## src/include/ams_pkg.sv

```systemverilog
// Package: constants and carrier types for the ADC multiplexer sequencer
package ams_pkg;

  // ---------------------------------------------------------------------
  // Widths and alignment
  // ---------------------------------------------------------------------
  localparam int RAW_W    = 22;
  localparam int RES_W    = 32;
  localparam int SHIFT    = 9;
  localparam int CONV_CYC = 16;

  // ---------------------------------------------------------------------
  // Reset values
  // ---------------------------------------------------------------------
  localparam logic [RES_W-1:0] RES_RST  = 32'h0000_0000;
  localparam logic [4:0]       CNT_RST  = 5'h00;

  // ---------------------------------------------------------------------
  // Multiplexer slots, one-hot
  // ---------------------------------------------------------------------
  typedef enum logic [3:0] {
    AMS_SLOT_I1 = 4'h1,
    AMS_SLOT_V1 = 4'h2,
    AMS_SLOT_I2 = 4'h4,
    AMS_SLOT_V2 = 4'h8
  } ams_slot_t;

  // Converter handshake toward the analog modulator and decimator
  typedef struct packed {
    logic             done;
    logic [RAW_W-1:0] data;
  } ams_conv_t;

  // Aligned pair handed to the compute engine
  typedef struct packed {
    logic             valid;
    logic [RES_W-1:0] current;
    logic [RES_W-1:0] voltage;
  } ams_pair_t;

endpackage

```

## src/design/ams_seq.sv

```systemverilog
// Design: multiplexer sequencer, result registers, delay alignment, pins
`timescale 1ns/1ps
// Behaviour
// - Inputs routed one by one into converter
// - Frame holds four slots, two currents, voltages
// - Current sampled first, its voltage next
// - Conversions start automatically, no host command
// - Finished conversion written to slot's register
// - Each input has its own result register
// - Result stored shifted left by nine bits
// - Current delayed one interval to align voltage
// - Active-low interrupt output signals host events
// - Multi-use pins are I/O, else energy pulses
module ams_seq (
  // Clock and reset
  input  wire logic               ref_clk,
  input  wire logic               rst_n,
  // Converter
  input  wire ams_pkg::ams_conv_t conv_in,
  output      logic               conv_start,
  output      logic [3:0]         mux_sel,
  // Compute engine
  output      logic [31:0]        first_current_result,
  output      logic [31:0]        second_current_result,
  output      logic [31:0]        first_voltage_result,
  output      logic [31:0]        second_voltage_result,
  output      ams_pkg::ams_pair_t ce_pair,
  // Event and pins
  input  wire logic               event_req,
  input  wire logic [1:0]         pulse_sel,
  input  wire logic               real_energy_pulse,
  input  wire logic               reactive_energy_pulse,
  input  wire logic [1:0]         gpio_out,
  input  wire logic [1:0]         gpio_oe_n,
  output      logic               host_irq_n,
  output      logic               multiuse_pin0,
  output      logic               multiuse_pin1,
  output      logic [1:0]         multiuse_oe_n
);

  // -------------------------------------------------------------------
  // Slot sequencer
  // -------------------------------------------------------------------
  ams_pkg::ams_slot_t slot;
  ams_pkg::ams_slot_t next_slot;
  logic               busy;
  logic [4:0]         tmo;

  always_comb begin
    unique case (slot)
      ams_pkg::AMS_SLOT_I1: next_slot = ams_pkg::AMS_SLOT_V1;
      ams_pkg::AMS_SLOT_V1: next_slot = ams_pkg::AMS_SLOT_I2;
      ams_pkg::AMS_SLOT_I2: next_slot = ams_pkg::AMS_SLOT_V2;
      ams_pkg::AMS_SLOT_V2: next_slot = ams_pkg::AMS_SLOT_I1;
      default:              next_slot = ams_pkg::AMS_SLOT_I1;
    endcase
  end

  // The sequencer issues every start itself; no host command exists.
  // A lost done is recovered by a timeout so the frame never stalls,
  // at the cost of retrying the same slot instead of skipping it.
  always_ff @(posedge ref_clk) begin
    if (!rst_n) begin
      conv_start <= 1'b0;
    end else begin
      conv_start <= !busy;
    end
  end

  always_ff @(posedge ref_clk) begin
    if (!rst_n) begin
      busy <= 1'b0;
    end else if (!busy) begin
      busy <= 1'b1;
    end else if (conv_in.done) begin
      busy <= 1'b0;
    end else if (tmo == 5'(ams_pkg::CONV_CYC - 1)) begin
      busy <= 1'b0;
    end
  end

  // Timeout counter only runs while a conversion is outstanding
  always_ff @(posedge ref_clk) begin
    if (!rst_n) begin
      tmo <= ams_pkg::CNT_RST;
    end else if (!busy) begin
      tmo <= ams_pkg::CNT_RST;
    end else if (!conv_in.done) begin
      tmo <= tmo + 5'h01;
    end
  end

  // Slot advances only on a taken done, so a retry repeats the slot
  always_ff @(posedge ref_clk) begin
    if (!rst_n) begin
      slot <= ams_pkg::AMS_SLOT_I1;
    end else if (busy && conv_in.done) begin
      slot <= next_slot;
    end
  end

  // Select lags the slot by a cycle; it names the slot being converted
  always_ff @(posedge ref_clk) begin
    if (!rst_n) begin
      mux_sel <= ams_pkg::AMS_SLOT_I1;
    end else begin
      mux_sel <= slot;
    end
  end

  // -------------------------------------------------------------------
  // Result registers
  // -------------------------------------------------------------------
  logic [31:0] aligned;
  logic        store;

  // Bit 31 stays zero: 22 data bits and the 9-bit shift fill 31 bits
  assign store   = busy && conv_in.done;
  assign aligned = {1'b0, conv_in.data, 9'h000};

  always_ff @(posedge ref_clk) begin
    if (!rst_n) begin
      first_current_result  <= ams_pkg::RES_RST;
      second_current_result <= ams_pkg::RES_RST;
      first_voltage_result  <= ams_pkg::RES_RST;
      second_voltage_result <= ams_pkg::RES_RST;
    end else if (store) begin
      unique case (slot)
        ams_pkg::AMS_SLOT_I1: first_current_result  <= aligned;
        ams_pkg::AMS_SLOT_V1: first_voltage_result  <= aligned;
        ams_pkg::AMS_SLOT_I2: second_current_result <= aligned;
        ams_pkg::AMS_SLOT_V2: second_voltage_result <= aligned;
        default: ;
      endcase
    end
  end

  // -------------------------------------------------------------------
  // Delay alignment toward the compute engine
  // -------------------------------------------------------------------
  // Current is held one full interval; the voltage allpass lives in
  // the compute engine, so only the integer delay is done here.
  logic [31:0] cur_dly;
  logic        is_volt;
  logic        is_cur;

  assign is_volt = (slot == ams_pkg::AMS_SLOT_V1) ||
                   (slot == ams_pkg::AMS_SLOT_V2);
  assign is_cur  = (slot == ams_pkg::AMS_SLOT_I1) ||
                   (slot == ams_pkg::AMS_SLOT_I2);

  // Only current slots load the delay stage
  always_ff @(posedge ref_clk) begin
    if (!rst_n) begin
      cur_dly <= ams_pkg::RES_RST;
    end else if (store && is_cur) begin
      cur_dly <= aligned;
    end
  end

  // Valid pulses one cycle; data holds until the next voltage slot
  always_ff @(posedge ref_clk) begin
    if (!rst_n) begin
      ce_pair <= '0;
    end else begin
      ce_pair.valid <= store && is_volt;
      if (store && is_volt) begin
        ce_pair.current <= cur_dly;
        ce_pair.voltage <= aligned;
      end
    end
  end

  // -------------------------------------------------------------------
  // Interrupt and multi-use pins
  // -------------------------------------------------------------------
  // Registered so the pin cannot glitch while the event source settles
  always_ff @(posedge ref_clk) begin
    if (!rst_n) begin
      host_irq_n <= 1'b1;
    end else begin
      host_irq_n <= !event_req;
    end
  end

  // Pins float after reset until software enables them.
  always_ff @(posedge ref_clk) begin
    if (!rst_n) begin
      multiuse_pin0 <= 1'b0;
    end else begin
      multiuse_pin0 <= pulse_sel[0] ? real_energy_pulse
                                    : gpio_out[0];
    end
  end

  always_ff @(posedge ref_clk) begin
    if (!rst_n) begin
      multiuse_pin1 <= 1'b0;
    end else begin
      multiuse_pin1 <= pulse_sel[1] ? reactive_energy_pulse
                                    : gpio_out[1];
    end
  end

  // A selected pulse function always drives its pin
  always_ff @(posedge ref_clk) begin
    if (!rst_n) begin
      multiuse_oe_n[0] <= 1'b1;
    end else begin
      multiuse_oe_n[0] <= pulse_sel[0] ? 1'b0 : gpio_oe_n[0];
    end
  end

  always_ff @(posedge ref_clk) begin
    if (!rst_n) begin
      multiuse_oe_n[1] <= 1'b1;
    end else begin
      multiuse_oe_n[1] <= pulse_sel[1] ? 1'b0 : gpio_oe_n[1];
    end
  end

endmodule

```

## config.mk

```make
export PLATFORM = sky130hd
export DESIGN_NAME = ams_seq
export DESIGN_NICKNAME = d
export VERILOG_FILES = /design/src/include/ams_pkg.sv /design/src/design/ams_seq.sv
export SDC_FILE = /design/constraint.sdc
export NUM_CORES = 1
export LEC_CHECK = 0
export BUFFER_PORTS_ARGS = -buffer_cell sky130_fd_sc_hd__buf_2
export CORE_ASPECT_RATIO = 0.6
export CORE_MARGIN = 8
export CORE_UTILIZATION = 46
export CTS_CLUSTER_DIAMETER = 30
export DETAILED_ROUTE_END_ITERATION = 7
export GPL_TIMING_DRIVEN = 0
export PLACE_DENSITY = 0.77
export SLEW_MARGIN = 20
export SYNTH_ARGS = -nofsm -noshare
export SYNTH_HDL_FRONTEND = slang
export SYNTH_SLANG_ARGS = --single-unit
```

## constraint.sdc

```tcl
create_clock -name ref_clk -period 2 [get_ports ref_clk]
set_input_delay 0.4 -clock ref_clk [delete_from_list [all_inputs] [get_ports ref_clk]]
set_output_delay 0.4 -clock ref_clk [all_outputs]
set_load 0.005 [all_outputs]
```

==> metrics.txt <==
# TYPE chip_impl_metric gauge
chip_impl_info{name="outcome",value="complete, no violations"} 1
chip_impl_metric{name="power.static_leakage",unit="nW"} 5.00
chip_impl_metric{name="areaGrowthSynthToFinish",unit="%"} 27.8
chip_impl_info{name="whs_endpoint",value="host_irq_n"} 1
chip_impl_metric{name="multi_input_area",unit="µm²"} 2790
chip_impl_metric{name="part_of_the_total_power_dissipated_in_the_clock_network",unit=""} 0.426
chip_impl_metric{name="maxClockFrequency",unit="GHz"} 0.550
chip_impl_metric{name="drt.antenna.violating_nets",unit=""} 0
chip_impl_metric{name="minimum_setup_slack_among_reg_to_reg_paths",unit="ns"} 0.18
chip_impl_metric{name="die_height",unit="µm"} 110
chip_impl_metric{name="rr_worst_depth",unit=""} 5
chip_impl_metric{name="maxSlewViolCount",unit=""} 0
chip_impl_metric{name="max-slew-margin-rel",unit=""} 0.585
chip_impl_info{name="hold_path.class",value="in2reg"} 1
chip_impl_metric{name="report.power.total",unit="mW"} 7.11
chip_impl_metric{name="final.period_utilization",unit=""} 0.909
chip_impl_info{name="timing.critical_path.from_type",value="register"} 1
chip_impl_info{name="timing.critical_path.to_type",value="register"} 1
chip_impl_metric{name="gr-total-overflow",unit=""} 0
chip_impl_metric{name="synthesized_netlist_cell_count",unit=""} 667
chip_impl_metric{name="synth-adder-area-share",unit=""} 0.00370
chip_impl_metric{name="detail_route.first_pass.iterations",unit=""} 4
chip_impl_metric{name="p_comb_frac",unit=""} 0.072
chip_impl_metric{name="tightestPinTransition",unit="ns"} 0.623
chip_impl_metric{name="dp_cells",unit=""} 1099
chip_impl_info{name="crit_slowest_cell",value="sky130_fd_sc_hd__nand2_1"} 1
chip_impl_metric{name="grt_first_pass_wirelength",unit="mm"} 29.1
chip_impl_metric{name="postRouteWirelength",unit="mm"} 18.9
chip_impl_metric{name="whs_path_depth",unit=""} 2
chip_impl_metric{name="dieWidth",unit="µm"} 173
chip_impl_metric{name="top_level_ports",unit=""} 237
chip_impl_metric{name="design.die.area",unit="µm²"} 19000
chip_impl_info{name="highest-signal-layer",value="met4"} 1
chip_impl_metric{name="synth-xor-area-share",unit=""} 0.00777
chip_impl_metric{name="net_switching_power_of_the_design",unit="mW"} 1.73
chip_impl_metric{name="pin_count_of_the_biggest_net_entering_global_routing",unit=""} 17
chip_impl_metric{name="route.detailed.drc",unit=""} 0
chip_impl_metric{name="total_vias_in_the_final_route",unit=""} 5144
chip_impl_info{name="critPathTopFamily",value="buffers and inverters"} 1
chip_impl_metric{name="synth-seq-area-share",unit=""} 0.518
chip_impl_metric{name="max_stage_delay",unit="ns"} 0.42
chip_impl_metric{name="rows",unit=""} 34
chip_impl_metric{name="hold_viol_final",unit=""} 0
chip_impl_metric{name="gp_routability_congestion",unit=""} 0.793
chip_impl_metric{name="layout-drive-gt1-share",unit=""} 0.307
chip_impl_metric{name="cts_buffers",unit=""} 17
chip_impl_metric{name="wl_met3",unit="µm"} 942
chip_impl_metric{name="switching_share",unit=""} 0.243
chip_impl_info{name="critical_path.cell_chain",value="clkbuf_1 > xor2_1 > nand2_1 > buf_4 > mux2i_1"} 1
chip_impl_info{name="worstReg2RegStart",value="slot[3]"} 1
chip_impl_info{name="unrepaired_setup_endpoints_after_global_routing",value="no"} 1
chip_impl_metric{name="endpoints_failing_setup",unit=""} 0
chip_impl_metric{name="grt_pass1_vias",unit=""} 4964
chip_impl_metric{name="cts.sinks",unit=""} 175
chip_impl_metric{name="clk_transition_reported_paths",unit="ns"} 0.07
chip_impl_metric{name="m1WireLength",unit="mm"} 9.37
chip_impl_metric{name="largest_fanout_on_the_critical_path",unit=""} 10
chip_impl_metric{name="hpwl",unit="mm"} 14.6
chip_impl_metric{name="routedWlPerCell",unit="µm"} 16.7
chip_impl_metric{name="clock_path_buffers",unit=""} 2
chip_impl_metric{name="finalNetCount",unit=""} 956
chip_impl_metric{name="ys_types",unit=""} 30
chip_impl_metric{name="yosys.area_share.simple",unit=""} 0.127
chip_impl_metric{name="syn_avg_cell_area",unit="µm²"} 10.1
chip_impl_info{name="endpoint_of_the_worst_register_to_register_path",value="ce_pair[16]"} 1
chip_impl_metric{name="timing.critical_path.arrival",unit="ns"} 2.15
chip_impl_metric{name="syn-cell-area",unit="µm²"} 6760
chip_impl_metric{name="finalWorstPathRequiredPeriod",unit="ns"} 1.82
chip_impl_metric{name="core_area",unit="µm²"} 14400
chip_impl_metric{name="stdcell_count",unit=""} 1131
chip_impl_info{name="cts-root-buf",value="sky130_fd_sc_hd__clkbuf_16"} 1
chip_impl_metric{name="cp.depth",unit=""} 5
chip_impl_metric{name="timing.critical_path.required",unit="ns"} 2.33
chip_impl_metric{name="drt_iter0_markers",unit=""} 257
chip_impl_metric{name="antenna_found_initial",unit=""} 0
chip_impl_metric{name="ctsHtreeMaxLevel",unit=""} 4
chip_impl_info{name="setup.worst_path.class",value="reg2reg"} 1
chip_impl_metric{name="yosys_warnings",unit=""} 0
chip_impl_metric{name="post_cts_repair_resize_count",unit=""} 0
chip_impl_metric{name="buffer_ports.inserted",unit=""} 175
chip_impl_info{name="tritoncts",value="built"} 1
chip_impl_metric{name="cts_setup_buffers",unit=""} 0
chip_impl_metric{name="initial_utilization",unit=""} 0.469
chip_impl_metric{name="cts_hold_buffers",unit=""} 0
chip_impl_metric{name="final-seq-area",unit="µm²"} 3500
chip_impl_metric{name="internal_power",unit="mW"} 5.38
chip_impl_info{name="combinational_family_with_the_most_area_after_synthesis",value="multiplexers"} 1
chip_impl_metric{name="power_frac_seq",unit=""} 0.502
chip_impl_metric{name="vdd_drop_max",unit="mV"} 0.590
chip_impl_metric{name="p_per_area",unit="nW/µm²"} 822
chip_impl_metric{name="antenna-diode-count",unit=""} 0
chip_impl_metric{name="groute.usage.overall",unit=""} 0.196
chip_impl_metric{name="met2_routed_wl",unit="mm"} 8.51
chip_impl_metric{name="compound_cell_area_share_of_the_yosys_netlist",unit=""} 0.00814
chip_impl_metric{name="insertion_delay",unit="ns"} 0.42
chip_impl_info{name="hp-start",value="event_req"} 1
chip_impl_metric{name="critical_path.n_buffers_inverters",unit=""} 2
chip_impl_metric{name="viasPerCell",unit=""} 4.55
chip_impl_metric{name="drv_cap",unit=""} 0
chip_impl_metric{name="synth-seq-cells",unit=""} 175
chip_impl_metric{name="layout.filler_cells",unit=""} 1248
chip_impl_metric{name="finalClockSkew",unit="ns"} 0.0132
chip_impl_metric{name="mux_cell_area_share_after_synthesis",unit=""} 0.232
-- synth_stat cells, drive strengths merged --
library cell / number / area [µm²]
inv: 3 / 11.3
nor3b: 1 / 7.51
mux2i: 157 / 1570
and3: 1 / 6.26
or4: 1 / 11.3
xor2: 5 / 43.8
clkinv: 1 / 3.75
a21oi: 6 / 30.0
and2: 3 / 18.8
o21a: 1 / 7.51
dfxtp: 175 / 3500
nand2: 184 / 691
nor2: 12 / 45.0
conb: 1 / 3.75
nand4b: 2 / 17.5
a21o: 1 / 7.51
o21ai: 2 / 10.0
buf: 79 / 597
nand2b: 2 / 12.5
clkbuf: 22 / 82.6
nor2b: 1 / 6.26
nand3b: 2 / 15.0
xnor2: 1 / 8.76
and4bb: 2 / 25.0
ha: 2 / 25.0
-- metrics by stage --
stage | worst slack [ns] | TNS (ns) | instance area (µm²) | utilization | hold slack [ns]
floorplan | 0.451 | 0 | 6980 | - | 0.443
global placement | 0.0165 | 0 | 8110 | 0.562 | 0.442
detailed placement | -0.00574 | -0.00574 | 8110 | 0.562 | 0.448
CTS | 0.208 | 0 | 8640 | 0.599 | 0.130
global route | 0.0514 | 0 | 8640 | 0.599 | 0.150
finish | 0.181 | 0 | 8640 | 0.599 | 0.146
-- worst reg2reg max path: stages, from the launching register on --
cell	delay, ns
sky130_fd_sc_hd__dfxtp_1	0.32
sky130_fd_sc_hd__clkbuf_1	0.31
sky130_fd_sc_hd__xor2_1	0.12
sky130_fd_sc_hd__nand2_1	0.42
sky130_fd_sc_hd__buf_4	0.34
sky130_fd_sc_hd__mux2i_1	0.24
-- cell families after synthesis --
family / count (synthesis)
simple gates: 211
flops: 175
mux: 157
buf+inv: 105
compound gates: 10
xor+xnor: 6
fa+ha+maj: 2
other cells: 1
-- area by class of cell --
class,instances,share of cell area
inverter,4,0.00174
multi-input combinational,446,0.322
buffer,101,0.0786
clock buffer,19,0.0501
clock inverter,13,0.0122
timing repair buffer,175,0.101
tap,198,0.0287
sequential,175,0.405
-- registers in the layout, summed over array words and instances, names as in the netlist --
register and flops:
second_voltage_result 22, first_voltage_result 22, tmo 5, slot 4, second_current_result 22, conv_start 1, multiuse_pin1 1, mux_sel 4
host_irq_n 1, multiuse_oe_n 2, busy 1, first_current_result 22, ce_pair 45, multiuse_pin0 1, cur_dly 22
-- placed cells by master, fill, tap and decap left out, types with 2 or more instances in the layout --
cell | synthesis | routed
sky130_fd_sc_hd__nand4b_1 | 2 | 2
sky130_fd_sc_hd__nand2_1 | 184 | 184
sky130_fd_sc_hd__conb_1 | 1 | 60
sky130_fd_sc_hd__nand2b_1 | 2 | 2
sky130_fd_sc_hd__buf_2 | 8 | 183
sky130_fd_sc_hd__inv_6 | 0 | 5
sky130_fd_sc_hd__nor2_1 | 12 | 12
sky130_fd_sc_hd__xor2_1 | 5 | 5
sky130_fd_sc_hd__clkinv_4 | 0 | 5
sky130_fd_sc_hd__clkinv_2 | 0 | 2
sky130_fd_sc_hd__and2_1 | 3 | 3
sky130_fd_sc_hd__inv_1 | 3 | 3
sky130_fd_sc_hd__nand3b_1 | 2 | 2
sky130_fd_sc_hd__o21ai_0 | 2 | 2
sky130_fd_sc_hd__buf_4 | 66 | 66
sky130_fd_sc_hd__dfxtp_1 | 175 | 175
sky130_fd_sc_hd__mux2i_1 | 157 | 157
sky130_fd_sc_hd__buf_6 | 2 | 2
sky130_fd_sc_hd__a21oi_1 | 6 | 6
sky130_fd_sc_hd__clkbuf_16 | 0 | 17
sky130_fd_sc_hd__ha_1 | 2 | 2
sky130_fd_sc_hd__and4bb_2 | 2 | 2
sky130_fd_sc_hd__clkbuf_1 | 22 | 24
-- how the worst max path moves through the flow --
stage,from,endpoint,slack [ns]
6_report,slot[3],ce_pair[16],0.18
4_1_cts,slot[3],ce_pair[16],0.21
2_1_floorplan,slot[2],slot[0],0.45
3_5_place_dp,conv_in[22],ce_pair[16],-0.006
3_3_place_gp,conv_in[22],ce_pair[15],0.02
5_1_grt,slot[3],ce_pair[16],0.05
-- per-layer routing --
layer,track usage,vias to the layer above
met5,0,-
met3,0.0552,11
li1,-,2571
met2,0.300,114
met1,0.271,2448
met4,0.0426,0
-- power groups by stage --
stage	clock, mW	combinational (mW)	sequential (mW)
floorplan	0	0.331	3.65
global placement	0	0.494	3.65
detailed placement	0	0.500	3.65
CTS	3.07	0.502	3.57
global route	3.24	0.554	3.58
finish	3.03	0.509	3.57
No activity file was read; power rests on OpenSTA's default activity.
